File: config.mk
export PLATFORM = sky130hd
export DESIGN_NAME = pbcbc_ctrl
export DESIGN_NICKNAME = d
export VERILOG_FILES = /design/src/rtl/pbcbc_pkg.sv /design/src/rtl/pbcbc_ctrl.sv
export SDC_FILE = /design/constraint.sdc
export NUM_CORES = 1
export LEC_CHECK = 0
export BUFFER_PORTS_ARGS = -buffer_cell sky130_fd_sc_hd__clkbuf_2
export CAP_MARGIN = 20
export CORE_UTILIZATION = 55
export CTS_CLUSTER_SIZE = 10
export DETAILED_ROUTE_END_ITERATION = 8
export PLACE_DENSITY_LB_ADDON = 0.05
export SYNTH_ARGS = -nofsm -noshare
export SYNTH_HDL_FRONTEND = slang
export SYNTH_SLANG_ARGS = --single-unit
File: constraint.sdc
create_clock -name sys_clk_i -period 5.2 [get_ports sys_clk_i]
set_input_delay 0.78 -clock sys_clk_i [delete_from_list [all_inputs] [get_ports sys_clk_i]]
set_output_delay 0.78 -clock sys_clk_i [all_outputs]
set_load 0.03 [all_outputs]
File: src/rtl/pbcbc_pkg.sv
// Purpose: shared constants, types and sensed-flag layout for the power bank controller
// Assumes: 100 MHz system clock, analogue comparators deliver flags
// Notes:   quantities are in mA, mV or mW, 16 bits wide
package pbcbc_pkg;

  localparam int CLK_PERIOD_NS            = 10;
  localparam int TICK_PERIOD_NS           = 1000000;
  localparam int TICK_CYC                 = TICK_PERIOD_NS / CLK_PERIOD_NS;
  localparam int TRICKLE_TIMEOUT_MIN      = 40;
  localparam int CONST_CURRENT_TIMEOUT_H  = 33;
  localparam int TRICKLE_TIMEOUT_TICKS    = TRICKLE_TIMEOUT_MIN * 60 * 1000;
  localparam int CONST_CURRENT_TIMEOUT_TICKS = CONST_CURRENT_TIMEOUT_H * 3600 * 1000;

  typedef logic [15:0] pbcbc_qty_t;

  localparam pbcbc_qty_t I_TRICKLE_LOW_MA  = 16'h00c8;
  localparam pbcbc_qty_t I_TRICKLE_HIGH_MA = 16'h012c;
  localparam pbcbc_qty_t I_FAST_5V_MA      = 16'h09c4;
  localparam pbcbc_qty_t I_FAST_HV_MA      = 16'h0fa0;
  localparam pbcbc_qty_t V_TARGET_FLOAT_MV = 16'h1068;
  localparam pbcbc_qty_t V_TARGET_R62K_MV  = 16'h10fe;
  localparam pbcbc_qty_t V_TARGET_R30K_MV  = 16'h1130;
  localparam pbcbc_qty_t V_TARGET_R10K_MV  = 16'h10cc;
  localparam pbcbc_qty_t BOOST_ILIM_LV_MA  = 16'h0bb8;
  localparam pbcbc_qty_t BOOST_ILIM_9V_MA  = 16'h07d0;
  localparam pbcbc_qty_t BOOST_ILIM_12V_MA = 16'h05dc;
  localparam pbcbc_qty_t BOOST_PLIM_MW     = 16'h4650;

  typedef enum logic [2:0] {
    PH_IDLE, PH_TRICKLE, PH_CONST_CURRENT, PH_CONST_VOLTAGE, PH_DONE, PH_TIMEOUT
  } pbcbc_phase_e;

  typedef enum logic [1:0] {STRAP_FLOAT, STRAP_R62K, STRAP_R30K, STRAP_R10K} pbcbc_strap_e;
  typedef enum logic [1:0] {LVL_GND, LVL_0V6, LVL_3V3, LVL_OTHER} pbcbc_lvl_e;
  typedef enum logic [1:0] {VREQ_5V, VREQ_9V, VREQ_12V, VREQ_STEP} pbcbc_vreq_e;

  typedef struct packed {
    logic       bat_below_1v5;
    logic       bat_below_3v;
    logic       bat_at_target;
    logic       bat_below_recharge;
    logic       chg_at_term;
    logic       temp_below_m15;
    logic       temp_below_0;
    logic       temp_below_5;
    logic       temp_above_10;
    logic       temp_above_45;
    logic       temp_above_50;
    logic       temp_above_58;
    logic       die_regu;
    logic       die_shutdown;
    logic       input_above_5v;
    logic       boost_heavy_load;
    logic       out_above_6v;
    logic       key_short;
    logic       load_insert;
    logic       a_light_load;
    logic       c_src_attach;
    logic       c_snk_attach;
    logic       c_snk_light;
    logic       microb_adapter;
    pbcbc_lvl_e dp_lvl;
    pbcbc_lvl_e dm_lvl;
  } pbcbc_sense_s;

endpackage : pbcbc_pkg

File: src/rtl/pbcbc_ctrl.sv
// Purpose: charger sequencing, protection, boost mode and port switching supervisor
// Assumes: every sense flag comes from an analogue comparator or detector, asynchronous
// Notes:   all sensed inputs pass a two-flop synchroniser before use
`timescale 1ns/1ps

//  Contract
// - trickle below 3V, constant current at 3V
// - trickle 200mA below 1.5V, else 300mA
// - at target voltage switch to constant voltage
// - termination current ends charge cycle
// - restart when battery under recharge threshold
// - strap selects 4.2/4.35/4.4/4.3V target
// - fast current 2.5A at 5V, 4A above
// - cold: half below 5C, stop below 0C
// - hot: half above 45C, stop above 50C
// - die regulation derates, shutdown powers device off
// - phase timeout latches off until re-insertion
// - pulse skip light load, fixed frequency heavy
// - boost 3A below 6V, 18W above
// - boost off outside -15..58C, restart by key/load
// - die regulation lowers vout, shutdown latches boost off
// - port A on key/load, off on light load
// - source attach enables port and charger
// - sink attach enables port and boost
// - micro-B adapter enables port and charger
// - fast negotiation only with one port active
// - advertise 3A sourcing, or micro-B without boost
// - DP/DM levels map to requested output voltage
// - trickle timeout is 40 minutes
// - constant current timeout is 33 hours
module pbcbc_ctrl #(
  parameter int TICK_CYC_P      = pbcbc_pkg::TICK_CYC,
  parameter int TRICKLE_TO_P    = pbcbc_pkg::TRICKLE_TIMEOUT_TICKS,
  parameter int CONST_CUR_TO_P  = pbcbc_pkg::CONST_CURRENT_TIMEOUT_TICKS
) (
  input  wire logic                  sys_clk_i,
  input  wire logic                  reset_i,
  input  wire pbcbc_pkg::pbcbc_sense_s sense_i,
  input  wire pbcbc_pkg::pbcbc_strap_e target_select_strap_i,
  output logic [2:0]                 charge_phase_o,
  output logic                       charger_en_o,
  output logic                       constant_voltage_phase_o,
  output logic                       charge_done_o,
  output logic                       charge_timeout_o,
  output pbcbc_pkg::pbcbc_qty_t      charge_current_ma_o,
  output pbcbc_pkg::pbcbc_qty_t      target_voltage_mv_o,
  output logic                       boost_en_o,
  output logic                       pulse_skip_mode_o,
  output logic                       boost_vout_reduce_o,
  output logic                       boost_power_cap_o,
  output pbcbc_pkg::pbcbc_qty_t      boost_ilim_ma_o,
  output pbcbc_pkg::pbcbc_qty_t      boost_plim_mw_o,
  output logic                       port_a_en_o,
  output logic                       port_c_en_o,
  output logic                       port_b_en_o,
  output logic                       fast_allow_o,
  output logic                       c_adv_3a_o,
  output pbcbc_pkg::pbcbc_vreq_e     vout_request_o,
  output logic                       power_off_o
);

  function automatic pbcbc_pkg::pbcbc_qty_t halve(input pbcbc_pkg::pbcbc_qty_t q);
    halve = {1'b0, q[15:1]};
  endfunction : halve

  pbcbc_pkg::pbcbc_sense_s sense_m_r;
  pbcbc_pkg::pbcbc_sense_s s;
  pbcbc_pkg::pbcbc_strap_e strap_m_r;
  pbcbc_pkg::pbcbc_strap_e strap_s_r;
  pbcbc_pkg::pbcbc_phase_e phase_r;
  pbcbc_pkg::pbcbc_phase_e phase_nxt;
  pbcbc_pkg::pbcbc_qty_t   target_mv_r;
  pbcbc_pkg::pbcbc_qty_t   ichg_nxt;
  pbcbc_pkg::pbcbc_vreq_e  vreq_r;
  logic        strap_done_r;
  logic [31:0] tick_cnt_r;
  logic        tick_r;
  logic [31:0] phase_ms_r;
  logic        to_lock_r;
  logic        cold_half_r;
  logic        cold_stop_r;
  logic        hot_half_r;
  logic        hot_stop_r;
  logic        shutdown_r;
  logic        boost_lock_r;
  logic        port_a_r;
  logic        snk_on_r;
  logic        snk_prev_r;
  logic        src_present;
  logic        chg_hold;
  logic        boost_fault;
  logic        boost_on;
  logic        fast_allow;
  logic [1:0]  active_ports;

  // only the second stage is read; pins may change at any time
  always_ff @(posedge sys_clk_i) begin
    if (reset_i) begin
      sense_m_r <= '0;
      s         <= '0;
      strap_m_r <= pbcbc_pkg::STRAP_FLOAT;
      strap_s_r <= pbcbc_pkg::STRAP_FLOAT;
    end else begin
      sense_m_r <= sense_i;
      s         <= sense_m_r;
      strap_m_r <= target_select_strap_i;
      strap_s_r <= strap_m_r;
    end
  end

  // strap is caught once after reset, the pin later doubles as an led drive
  always_ff @(posedge sys_clk_i) begin
    if (reset_i) begin
      strap_done_r <= 1'b0;
      target_mv_r  <= pbcbc_pkg::V_TARGET_FLOAT_MV;
    end else if (!strap_done_r && phase_r == pbcbc_pkg::PH_IDLE && tick_cnt_r == 32'd2) begin
      strap_done_r <= 1'b1;
      unique case (strap_s_r)
        pbcbc_pkg::STRAP_FLOAT: target_mv_r <= pbcbc_pkg::V_TARGET_FLOAT_MV;
        pbcbc_pkg::STRAP_R62K:  target_mv_r <= pbcbc_pkg::V_TARGET_R62K_MV;
        pbcbc_pkg::STRAP_R30K:  target_mv_r <= pbcbc_pkg::V_TARGET_R30K_MV;
        pbcbc_pkg::STRAP_R10K:  target_mv_r <= pbcbc_pkg::V_TARGET_R10K_MV;
      endcase
    end
  end

  // 1 ms enable for the phase timers
  always_ff @(posedge sys_clk_i) begin
    if (reset_i) begin
      tick_cnt_r <= '0;
      tick_r     <= 1'b0;
    end else begin
      tick_r     <= (tick_cnt_r == 32'(TICK_CYC_P - 1));
      tick_cnt_r <= (tick_cnt_r == 32'(TICK_CYC_P - 1)) ? '0 : tick_cnt_r + 32'd1;
    end
  end

  // port switching
  assign src_present = s.c_src_attach | s.microb_adapter;
  assign active_ports = 2'(port_a_r) + 2'(s.c_src_attach | snk_on_r) + 2'(s.microb_adapter);
  assign fast_allow = (active_ports <= 2'd1);

  always_ff @(posedge sys_clk_i) begin
    if (reset_i) begin
      port_a_r <= 1'b0;
    end else if (s.key_short || s.load_insert) begin
      port_a_r <= 1'b1;
    end else if (s.a_light_load || boost_fault || shutdown_r) begin
      port_a_r <= 1'b0;
    end
  end

  always_ff @(posedge sys_clk_i) begin
    if (reset_i) begin
      snk_on_r   <= 1'b0;
      snk_prev_r <= 1'b0;
    end else begin
      snk_prev_r <= s.c_snk_attach;
      if (!s.c_snk_attach || s.c_snk_light || boost_fault || shutdown_r) begin
        snk_on_r <= 1'b0;
      end else if ((!snk_prev_r) || s.load_insert || s.key_short) begin
        snk_on_r <= 1'b1;
      end
    end
  end

  // battery temperature windows for the charger, with rewarm hysteresis
  always_ff @(posedge sys_clk_i) begin
    if (reset_i) begin
      cold_half_r <= 1'b0;
      cold_stop_r <= 1'b0;
    end else begin
      if (s.temp_below_0) begin
        cold_stop_r <= 1'b1;
      end else if (!s.temp_below_5) begin
        cold_stop_r <= 1'b0;
      end
      if (s.temp_below_5) begin
        cold_half_r <= 1'b1;
      end else if (s.temp_above_10) begin
        cold_half_r <= 1'b0;
      end
    end
  end

  always_ff @(posedge sys_clk_i) begin
    if (reset_i) begin
      hot_half_r <= 1'b0;
      hot_stop_r <= 1'b0;
    end else begin
      hot_half_r <= s.temp_above_45;
      hot_stop_r <= s.temp_above_50;
    end
  end

  // die shutdown powers the device off until the next reset, except port C while a source is attached
  always_ff @(posedge sys_clk_i) begin
    if (reset_i) begin
      shutdown_r <= 1'b0;
    end else if (s.die_shutdown) begin
      shutdown_r <= 1'b1;
    end
  end

  assign chg_hold = cold_stop_r | hot_stop_r | shutdown_r;

  // charger phase sequencing
  always_comb begin
    phase_nxt = phase_r;
    unique case (phase_r)
      pbcbc_pkg::PH_IDLE:
        if (src_present && !to_lock_r) phase_nxt = pbcbc_pkg::PH_TRICKLE;
      pbcbc_pkg::PH_TRICKLE:
        if (phase_ms_r >= 32'(TRICKLE_TO_P)) phase_nxt = pbcbc_pkg::PH_TIMEOUT;
        else if (!s.bat_below_3v) phase_nxt = pbcbc_pkg::PH_CONST_CURRENT;
      pbcbc_pkg::PH_CONST_CURRENT:
        if (phase_ms_r >= 32'(CONST_CUR_TO_P)) phase_nxt = pbcbc_pkg::PH_TIMEOUT;
        else if (s.bat_at_target) phase_nxt = pbcbc_pkg::PH_CONST_VOLTAGE;
      pbcbc_pkg::PH_CONST_VOLTAGE:
        if (s.chg_at_term) phase_nxt = pbcbc_pkg::PH_DONE;
      pbcbc_pkg::PH_DONE:
        if (s.bat_below_recharge) phase_nxt = pbcbc_pkg::PH_TRICKLE;
      pbcbc_pkg::PH_TIMEOUT:
        phase_nxt = pbcbc_pkg::PH_TIMEOUT;
      default:
        phase_nxt = pbcbc_pkg::PH_IDLE;
    endcase
    if (!src_present || shutdown_r) phase_nxt = pbcbc_pkg::PH_IDLE;
  end

  always_ff @(posedge sys_clk_i) begin
    if (reset_i) begin
      phase_r <= pbcbc_pkg::PH_IDLE;
    end else begin
      phase_r <= phase_nxt;
    end
  end

  // timer pauses while temperature holds the charger off
  always_ff @(posedge sys_clk_i) begin
    if (reset_i || phase_nxt != phase_r) begin
      phase_ms_r <= '0;
    end else if (tick_r && !chg_hold && phase_ms_r != '1) begin
      phase_ms_r <= phase_ms_r + 32'd1;
    end
  end

  // the lock only clears once every adapter is gone, i.e. on re-insertion
  always_ff @(posedge sys_clk_i) begin
    if (reset_i) begin
      to_lock_r <= 1'b0;
    end else if (phase_nxt == pbcbc_pkg::PH_TIMEOUT) begin
      to_lock_r <= 1'b1;
    end else if (!src_present) begin
      to_lock_r <= 1'b0;
    end
  end

  // requested charge current
  always_comb begin
    ichg_nxt = (s.input_above_5v && fast_allow) ? pbcbc_pkg::I_FAST_HV_MA
                                                : pbcbc_pkg::I_FAST_5V_MA;
    if (phase_r == pbcbc_pkg::PH_TRICKLE) begin
      ichg_nxt = s.bat_below_1v5 ? pbcbc_pkg::I_TRICKLE_LOW_MA
                                 : pbcbc_pkg::I_TRICKLE_HIGH_MA;
    end
    if (cold_half_r || hot_half_r) ichg_nxt = halve(ichg_nxt);
    if (s.die_regu) ichg_nxt = halve(ichg_nxt);
    if (chg_hold || phase_r == pbcbc_pkg::PH_IDLE || phase_r == pbcbc_pkg::PH_DONE ||
        phase_r == pbcbc_pkg::PH_TIMEOUT) ichg_nxt = '0;
  end

  // boost protection latches; key or load re-arms, a standing fault sets again
  assign boost_fault = s.temp_below_m15 | s.temp_above_58 | s.die_shutdown;

  always_ff @(posedge sys_clk_i) begin
    if (reset_i) begin
      boost_lock_r <= 1'b0;
    end else if (boost_fault) begin
      boost_lock_r <= 1'b1;
    end else if (s.key_short || s.load_insert) begin
      boost_lock_r <= 1'b0;
    end
  end

  assign boost_on = (port_a_r | snk_on_r) & ~boost_lock_r & ~shutdown_r;

  // legacy high-voltage request decoder
  always_ff @(posedge sys_clk_i) begin
    if (reset_i || !fast_allow) begin
      vreq_r <= pbcbc_pkg::VREQ_5V;
    end else if (s.dp_lvl == pbcbc_pkg::LVL_0V6 && s.dm_lvl == pbcbc_pkg::LVL_GND) begin
      vreq_r <= pbcbc_pkg::VREQ_5V;
    end else if (s.dp_lvl == pbcbc_pkg::LVL_3V3 && s.dm_lvl == pbcbc_pkg::LVL_0V6) begin
      vreq_r <= pbcbc_pkg::VREQ_9V;
    end else if (s.dp_lvl == pbcbc_pkg::LVL_0V6 && s.dm_lvl == pbcbc_pkg::LVL_0V6) begin
      vreq_r <= pbcbc_pkg::VREQ_12V;
    end else if (s.dp_lvl == pbcbc_pkg::LVL_0V6 && s.dm_lvl == pbcbc_pkg::LVL_3V3) begin
      vreq_r <= pbcbc_pkg::VREQ_STEP;
    end
  end

  // registered outputs
  always_ff @(posedge sys_clk_i) begin
    if (reset_i) begin
      charge_phase_o           <= 3'(pbcbc_pkg::PH_IDLE);
      charger_en_o             <= 1'b0;
      constant_voltage_phase_o <= 1'b0;
      charge_done_o            <= 1'b0;
      charge_timeout_o         <= 1'b0;
      charge_current_ma_o      <= '0;
      boost_en_o               <= 1'b0;
      pulse_skip_mode_o        <= 1'b0;
      boost_vout_reduce_o      <= 1'b0;
      boost_power_cap_o        <= 1'b0;
      boost_ilim_ma_o          <= '0;
      boost_plim_mw_o          <= '0;
      port_a_en_o              <= 1'b0;
      port_c_en_o              <= 1'b0;
      port_b_en_o              <= 1'b0;
      fast_allow_o             <= 1'b0;
      c_adv_3a_o               <= 1'b0;
      power_off_o              <= 1'b0;
    end else begin
      charge_phase_o           <= 3'(phase_r);
      charger_en_o             <= (ichg_nxt != '0);
      constant_voltage_phase_o <= (phase_r == pbcbc_pkg::PH_CONST_VOLTAGE);
      charge_done_o            <= (phase_r == pbcbc_pkg::PH_DONE);
      charge_timeout_o         <= to_lock_r;
      charge_current_ma_o      <= ichg_nxt;
      boost_en_o               <= boost_on;
      pulse_skip_mode_o        <= boost_on & ~s.boost_heavy_load;
      boost_vout_reduce_o      <= boost_on & s.die_regu;
      boost_power_cap_o        <= boost_on & s.out_above_6v;
      boost_plim_mw_o          <= s.out_above_6v ? pbcbc_pkg::BOOST_PLIM_MW : '0;
      if (!s.out_above_6v) begin
        boost_ilim_ma_o <= pbcbc_pkg::BOOST_ILIM_LV_MA;
      end else if (vreq_r == pbcbc_pkg::VREQ_9V) begin
        boost_ilim_ma_o <= pbcbc_pkg::BOOST_ILIM_9V_MA;
      end else begin
        boost_ilim_ma_o <= pbcbc_pkg::BOOST_ILIM_12V_MA;
      end
      port_a_en_o              <= port_a_r & boost_on;
      port_c_en_o              <= s.c_src_attach | (snk_on_r & boost_on);
      port_b_en_o              <= s.microb_adapter & ~shutdown_r;
      fast_allow_o             <= fast_allow;
      c_adv_3a_o               <= (snk_on_r & boost_on) | (s.microb_adapter & ~boost_on);
      power_off_o              <= shutdown_r;
    end
  end

  assign vout_request_o = vreq_r;
  assign target_voltage_mv_o = target_mv_r;

  // checks
  property p_trickle_exit;
    @(posedge sys_clk_i) disable iff (reset_i)
      (phase_r == pbcbc_pkg::PH_TRICKLE && !s.bat_below_3v && src_present && !shutdown_r &&
       phase_ms_r < 32'(TRICKLE_TO_P)) |=> phase_r == pbcbc_pkg::PH_CONST_CURRENT;
  endproperty
  a_trickle_exit: assert property (p_trickle_exit) else $error("trickle did not exit at 3V");

  property p_trickle_low;
    @(posedge sys_clk_i) disable iff (reset_i)
      (phase_r == pbcbc_pkg::PH_TRICKLE && s.bat_below_1v5 && !chg_hold && !cold_half_r &&
       !hot_half_r && !s.die_regu) |=> charge_current_ma_o == pbcbc_pkg::I_TRICKLE_LOW_MA;
  endproperty
  a_trickle_low: assert property (p_trickle_low) else $error("trickle low current wrong");

  property p_term;
    @(posedge sys_clk_i) disable iff (reset_i)
      (phase_r == pbcbc_pkg::PH_CONST_VOLTAGE && s.chg_at_term && src_present && !shutdown_r)
      |=> ##1 charge_done_o && charge_current_ma_o == '0;
  endproperty
  a_term: assert property (p_term) else $error("termination did not finish charge");

  property p_recharge;
    @(posedge sys_clk_i) disable iff (reset_i)
      (phase_r == pbcbc_pkg::PH_DONE && s.bat_below_recharge && src_present && !shutdown_r)
      |=> phase_r == pbcbc_pkg::PH_TRICKLE;
  endproperty
  a_recharge: assert property (p_recharge) else $error("no automatic recharge");

  property p_strap;
    @(posedge sys_clk_i) disable iff (reset_i)
      $rose(strap_done_r) && $past(strap_s_r) == pbcbc_pkg::STRAP_R30K
      |-> target_voltage_mv_o == pbcbc_pkg::V_TARGET_R30K_MV;
  endproperty
  a_strap: assert property (p_strap) else $error("strap decode wrong");

  property p_fast_cur;
    @(posedge sys_clk_i) disable iff (reset_i)
      (phase_r == pbcbc_pkg::PH_CONST_CURRENT && !chg_hold && !cold_half_r && !hot_half_r &&
       !s.die_regu) |=> charge_current_ma_o ==
       ($past(s.input_above_5v && fast_allow) ? pbcbc_pkg::I_FAST_HV_MA
                                             : pbcbc_pkg::I_FAST_5V_MA);
  endproperty
  a_fast_cur: assert property (p_fast_cur) else $error("fast charge current wrong");

  property p_cold_stop;
    @(posedge sys_clk_i) disable iff (reset_i)
      s.temp_below_0 |=> ##1 charge_current_ma_o == '0 && !charger_en_o;
  endproperty
  a_cold_stop: assert property (p_cold_stop) else $error("charger ran below 0C");

  property p_hot_stop;
    @(posedge sys_clk_i) disable iff (reset_i)
      s.temp_above_50 [*2] |=> !charger_en_o;
  endproperty
  a_hot_stop: assert property (p_hot_stop) else $error("charger ran above 50C");

  property p_boost_temp;
    @(posedge sys_clk_i) disable iff (reset_i)
      (s.temp_below_m15 || s.temp_above_58) |=> ##1 !boost_en_o;
  endproperty
  a_boost_temp: assert property (p_boost_temp) else $error("boost on outside range");

  property p_port_a_light;
    @(posedge sys_clk_i) disable iff (reset_i)
      (s.a_light_load && !s.key_short && !s.load_insert) |=> ##1 !port_a_en_o;
  endproperty
  a_port_a_light: assert property (p_port_a_light) else $error("port A stayed on");

  property p_fast_limit;
    @(posedge sys_clk_i) disable iff (reset_i)
      (active_ports >= 2'd2) |=> vout_request_o == pbcbc_pkg::VREQ_5V && !fast_allow_o;
  endproperty
  a_fast_limit: assert property (p_fast_limit) else $error("fast mode with many ports");

  property p_hold_prev;
    @(posedge sys_clk_i) disable iff (reset_i)
      (fast_allow && s.dp_lvl == pbcbc_pkg::LVL_3V3 && s.dm_lvl == pbcbc_pkg::LVL_3V3)
      |=> $stable(vout_request_o);
  endproperty
  a_hold_prev: assert property (p_hold_prev) else $error("3.3V/3.3V changed output");

endmodule : pbcbc_ctrl

==> impl_metrics.py <==
metrics = {
    "power": {
        "report.power.total_uw": 2820,
        "powerDensity_nw_per_um2": 343,
        "p_leak_uw": 0.00332,
        "ir_worst_vdd_mv": 0.337,
    },
    "clock_tree": {
        "cts_max_level": 4,
        "tritoncts": "done",
        "post_cts_resized": 0,
        "cts_hold_buf": 0,
        "cts_root_buf": "clkbuf_16",
        "clk_pin_slew_ns": 0.06,
        "cts_buffer_depth": 2,
        "cts_buffers": 17,
        "cts_sinks": 183,
        "cts_setup_buffers": 0,
        "clock_latency_ns": 0.42,
    },
    "sta": {
        "tightest_slew_ns": 1.03,
        "slew_headroom": 0.315,
        "rsz0062_at_grt": "false",
        "fmax_ghz": 0.383,
        "hold_viol_final": 0,
        "setup_tns_ns": 0,
        "fin_crit_ns": 2.61,
        "finalCritPeriodShare": 0.502,
        "finClkSkew_ns": 0.00876,
        "final-setup-viol-count": 0,
        "finalMaxSlewViolations": 0,
        "fin_hold_ws_ns": 0.381,
    },
    "drt": {
        "vias": 5324,
        "routed_wl_um": 13400,
        "ant_nets": 0,
        "via_per_inst": 5.12,
        "drc": 0,
        "avgRoutedWirePerCell_um": 12.9,
        "dr.first_iter.drc_count": 265,
        "dr.pass1.iters": 5,
    },
    "critical_path": {
        "r2r_slack_ns": 2.59,
        "cp.required_ns": 5.55,
        "crit_arrival_ns": 2.96,
        "rr_endpoint": "phase_ms_r[6]",
        "end_kind": "register",
        "r2r_start": "shutdown_r",
        "crit_type": "register to register",
        "r2r_cells": 5,
        "startpoint_type": "register",
        "worstPathMaxFanout": 14,
    },
    "finish": {
        "diodes": 0,
        "post-route-cell-area_um2": 8220,
        "layout_commonest_cell": "dfxtp_1",
        "nets": 898,
        "utilization": 0.641,
        "final_cell_mix": "dfxtp_1 (183), nor2_1 (118), clkbuf_2 (84)",
        "area_growth_pct": 12.2,
        "drive_above_1_share": 0.151,
        "fillCellCount": 1123,
    },
    "grt": {
        "grt_max_degree": 91,
        "grt_usage": 0.205,
        "overflow": 0,
        "grt_pass1_vias": 5032,
        "antenna_found_initial": 0,
        "grt_pass1_wl_um": 23100,
    },
    "yosys": {
        "synth_cell_type_count": 59,
        "synth_top_area_cell": "dfxtp_1",
        "synth.top_cells.by_area": "dfxtp_1 (50%), nor2b_1 (6.4%), nor2_1 (6.0%)",
        "synth_cells": 791,
        "syn_area_um2": 7330,
        "synth_edf_count": 0,
        "ys.flop_type": "dfxtp_1",
        "yosys_warnings": 0,
        "yosysTopAreaCellShare": 0.500,
        "ys_ff_latch": 183,
        "synthArstFlopShare": 0,
        "syn_avg_cell_area_um2": 9.27,
        "yosysSeqAreaShare": 0.500,
    },
    "min_path": {
        "hold_path_class": "register to register",
        "min_from": "s[12]",
        "holdPathEnd": "pulse_skip_mode_o",
        "whs_path_depth": 1,
    },
    "place": {
        "dp_hpwl_um": 9170,
        "place_congestion": 0.872,
        "placed_cell_area_um2": 7620,
        "numPortBuffers": 85,
    },
    "run": {
        "cap_violations": 0,
    },
    "run_status": {
        "status": "finished clean",
    },
    "floorplan": {
        "boundaryPins": 115,
        "fp.coreArea_um2": 12800,
        "die_area_um2": 13800,
        "die_y_um": 117,
        "die_w_um": 117,
        "rows": 41,
        "start_util": 0.572,
    },
}
==> logic make-up (layout without fill, tap and decap cells) <==
group	after synthesis	after routing	synth area share
other	2	29	0.00102
adders and majority gates	12	12	0.0205
muxes	5	5	0.00683
and+or+nand+nor	370	370	0.266
AOI/OAI and AO/OA	71	71	0.0618
xor gates and xnor gates	61	61	0.0729
buffers and inverters	87	136	0.0708
DFF	183	183	0.500
==> cells in the mapped netlist, drive strengths merged (7+ instances only) <==
master    n
buf      50
nand3    21
and4      7
nor3     18
and2     11
inv      16
nand4    24
ha       12
nor2b    75
nor2    119
dfxtp   183
xor2     35
xnor2    26
o21ai    11
nor4     13
nand2    40
and3     12
a21oi    26
clkbuf   21
==> sequential cells by signal, indices dropped and copies added (netlist names), 3 cells and up <==
name,flops
boost_ilim_ma_o,6
charge_current_ma_o,12
charge_phase_o,3
phase_ms_r,32
phase_r,3
s,28
sense_m_r,28
target_voltage_mv_o,6
tick_cnt_r,32
==> worst max path at each step <==
stage                      to  slack [ns]      startpoint  depth (start not counted)
2_1_floorplan  tick_cnt_r[13]        3.10  tick_cnt_r[12]                          7
3_3_place_gp   tick_cnt_r[29]        2.41  tick_cnt_r[11]                          5
3_5_place_dp   tick_cnt_r[28]        2.30  tick_cnt_r[11]                          5
4_1_cts        tick_cnt_r[13]        2.27  tick_cnt_r[11]                          5
5_1_grt         phase_ms_r[6]        2.37      shutdown_r                          5
6_report        phase_ms_r[6]        2.59      shutdown_r                          5
==> power by group <==
group	leakage [µW]	internal, µW	switching, µW
Clock	0.000280	683	522
Combinational	0.00155	51.5	105
Sequential	0.00149	1440	19.0
Total	0.00332	2170	647
==> final cells by class <==
| cell class | instances | area [µm²] | share of cell area |
|---|---|---|---|
| sequential | 183 | 3660 | 0.446 |
| multi-input combinational | 548 | 3250 | 0.395 |
| timing repair buffer | 88 | 475 | 0.0578 |
| clock buffer | 20 | 457 | 0.0555 |
| tap | 172 | 215 | 0.0262 |
| clock inverter | 12 | 103 | 0.0125 |
| inverter | 16 | 60.1 | 0.00730 |
==> layer usage <==
layer	vias to the layer above	wire (µm)	share of wire	global-route usage
met5	-	0	0	0
met4	0	92	0.0069	0.0666
met3	6	687	0.051	0.0559
met2	131	6320	0.47	0.330
met1	2487	6320	0.47	0.264
li1	2700	-	-	-
==> through the flow <==
| step | instances | setup WS, ns |
|---|---|---|
| after floorplan | 818 | 3.10 |
| after global placement | 1005 | 2.41 |
| after detailed placement | 1005 | 2.30 |
| after CTS | 1037 | 2.27 |
| after global routing | 1039 | 2.37 |
| final | 1039 | 2.59 |
==> critical path: stages, from the launching register on <==
cell and delay (ns):
dfxtp_1 0.40, or4b_4 0.62, a21oi_1 0.81, nand2_1 0.21
or3_1 0.35, a21oi_1 0.14
Note: power is estimated with default switching activity, not from simulation.
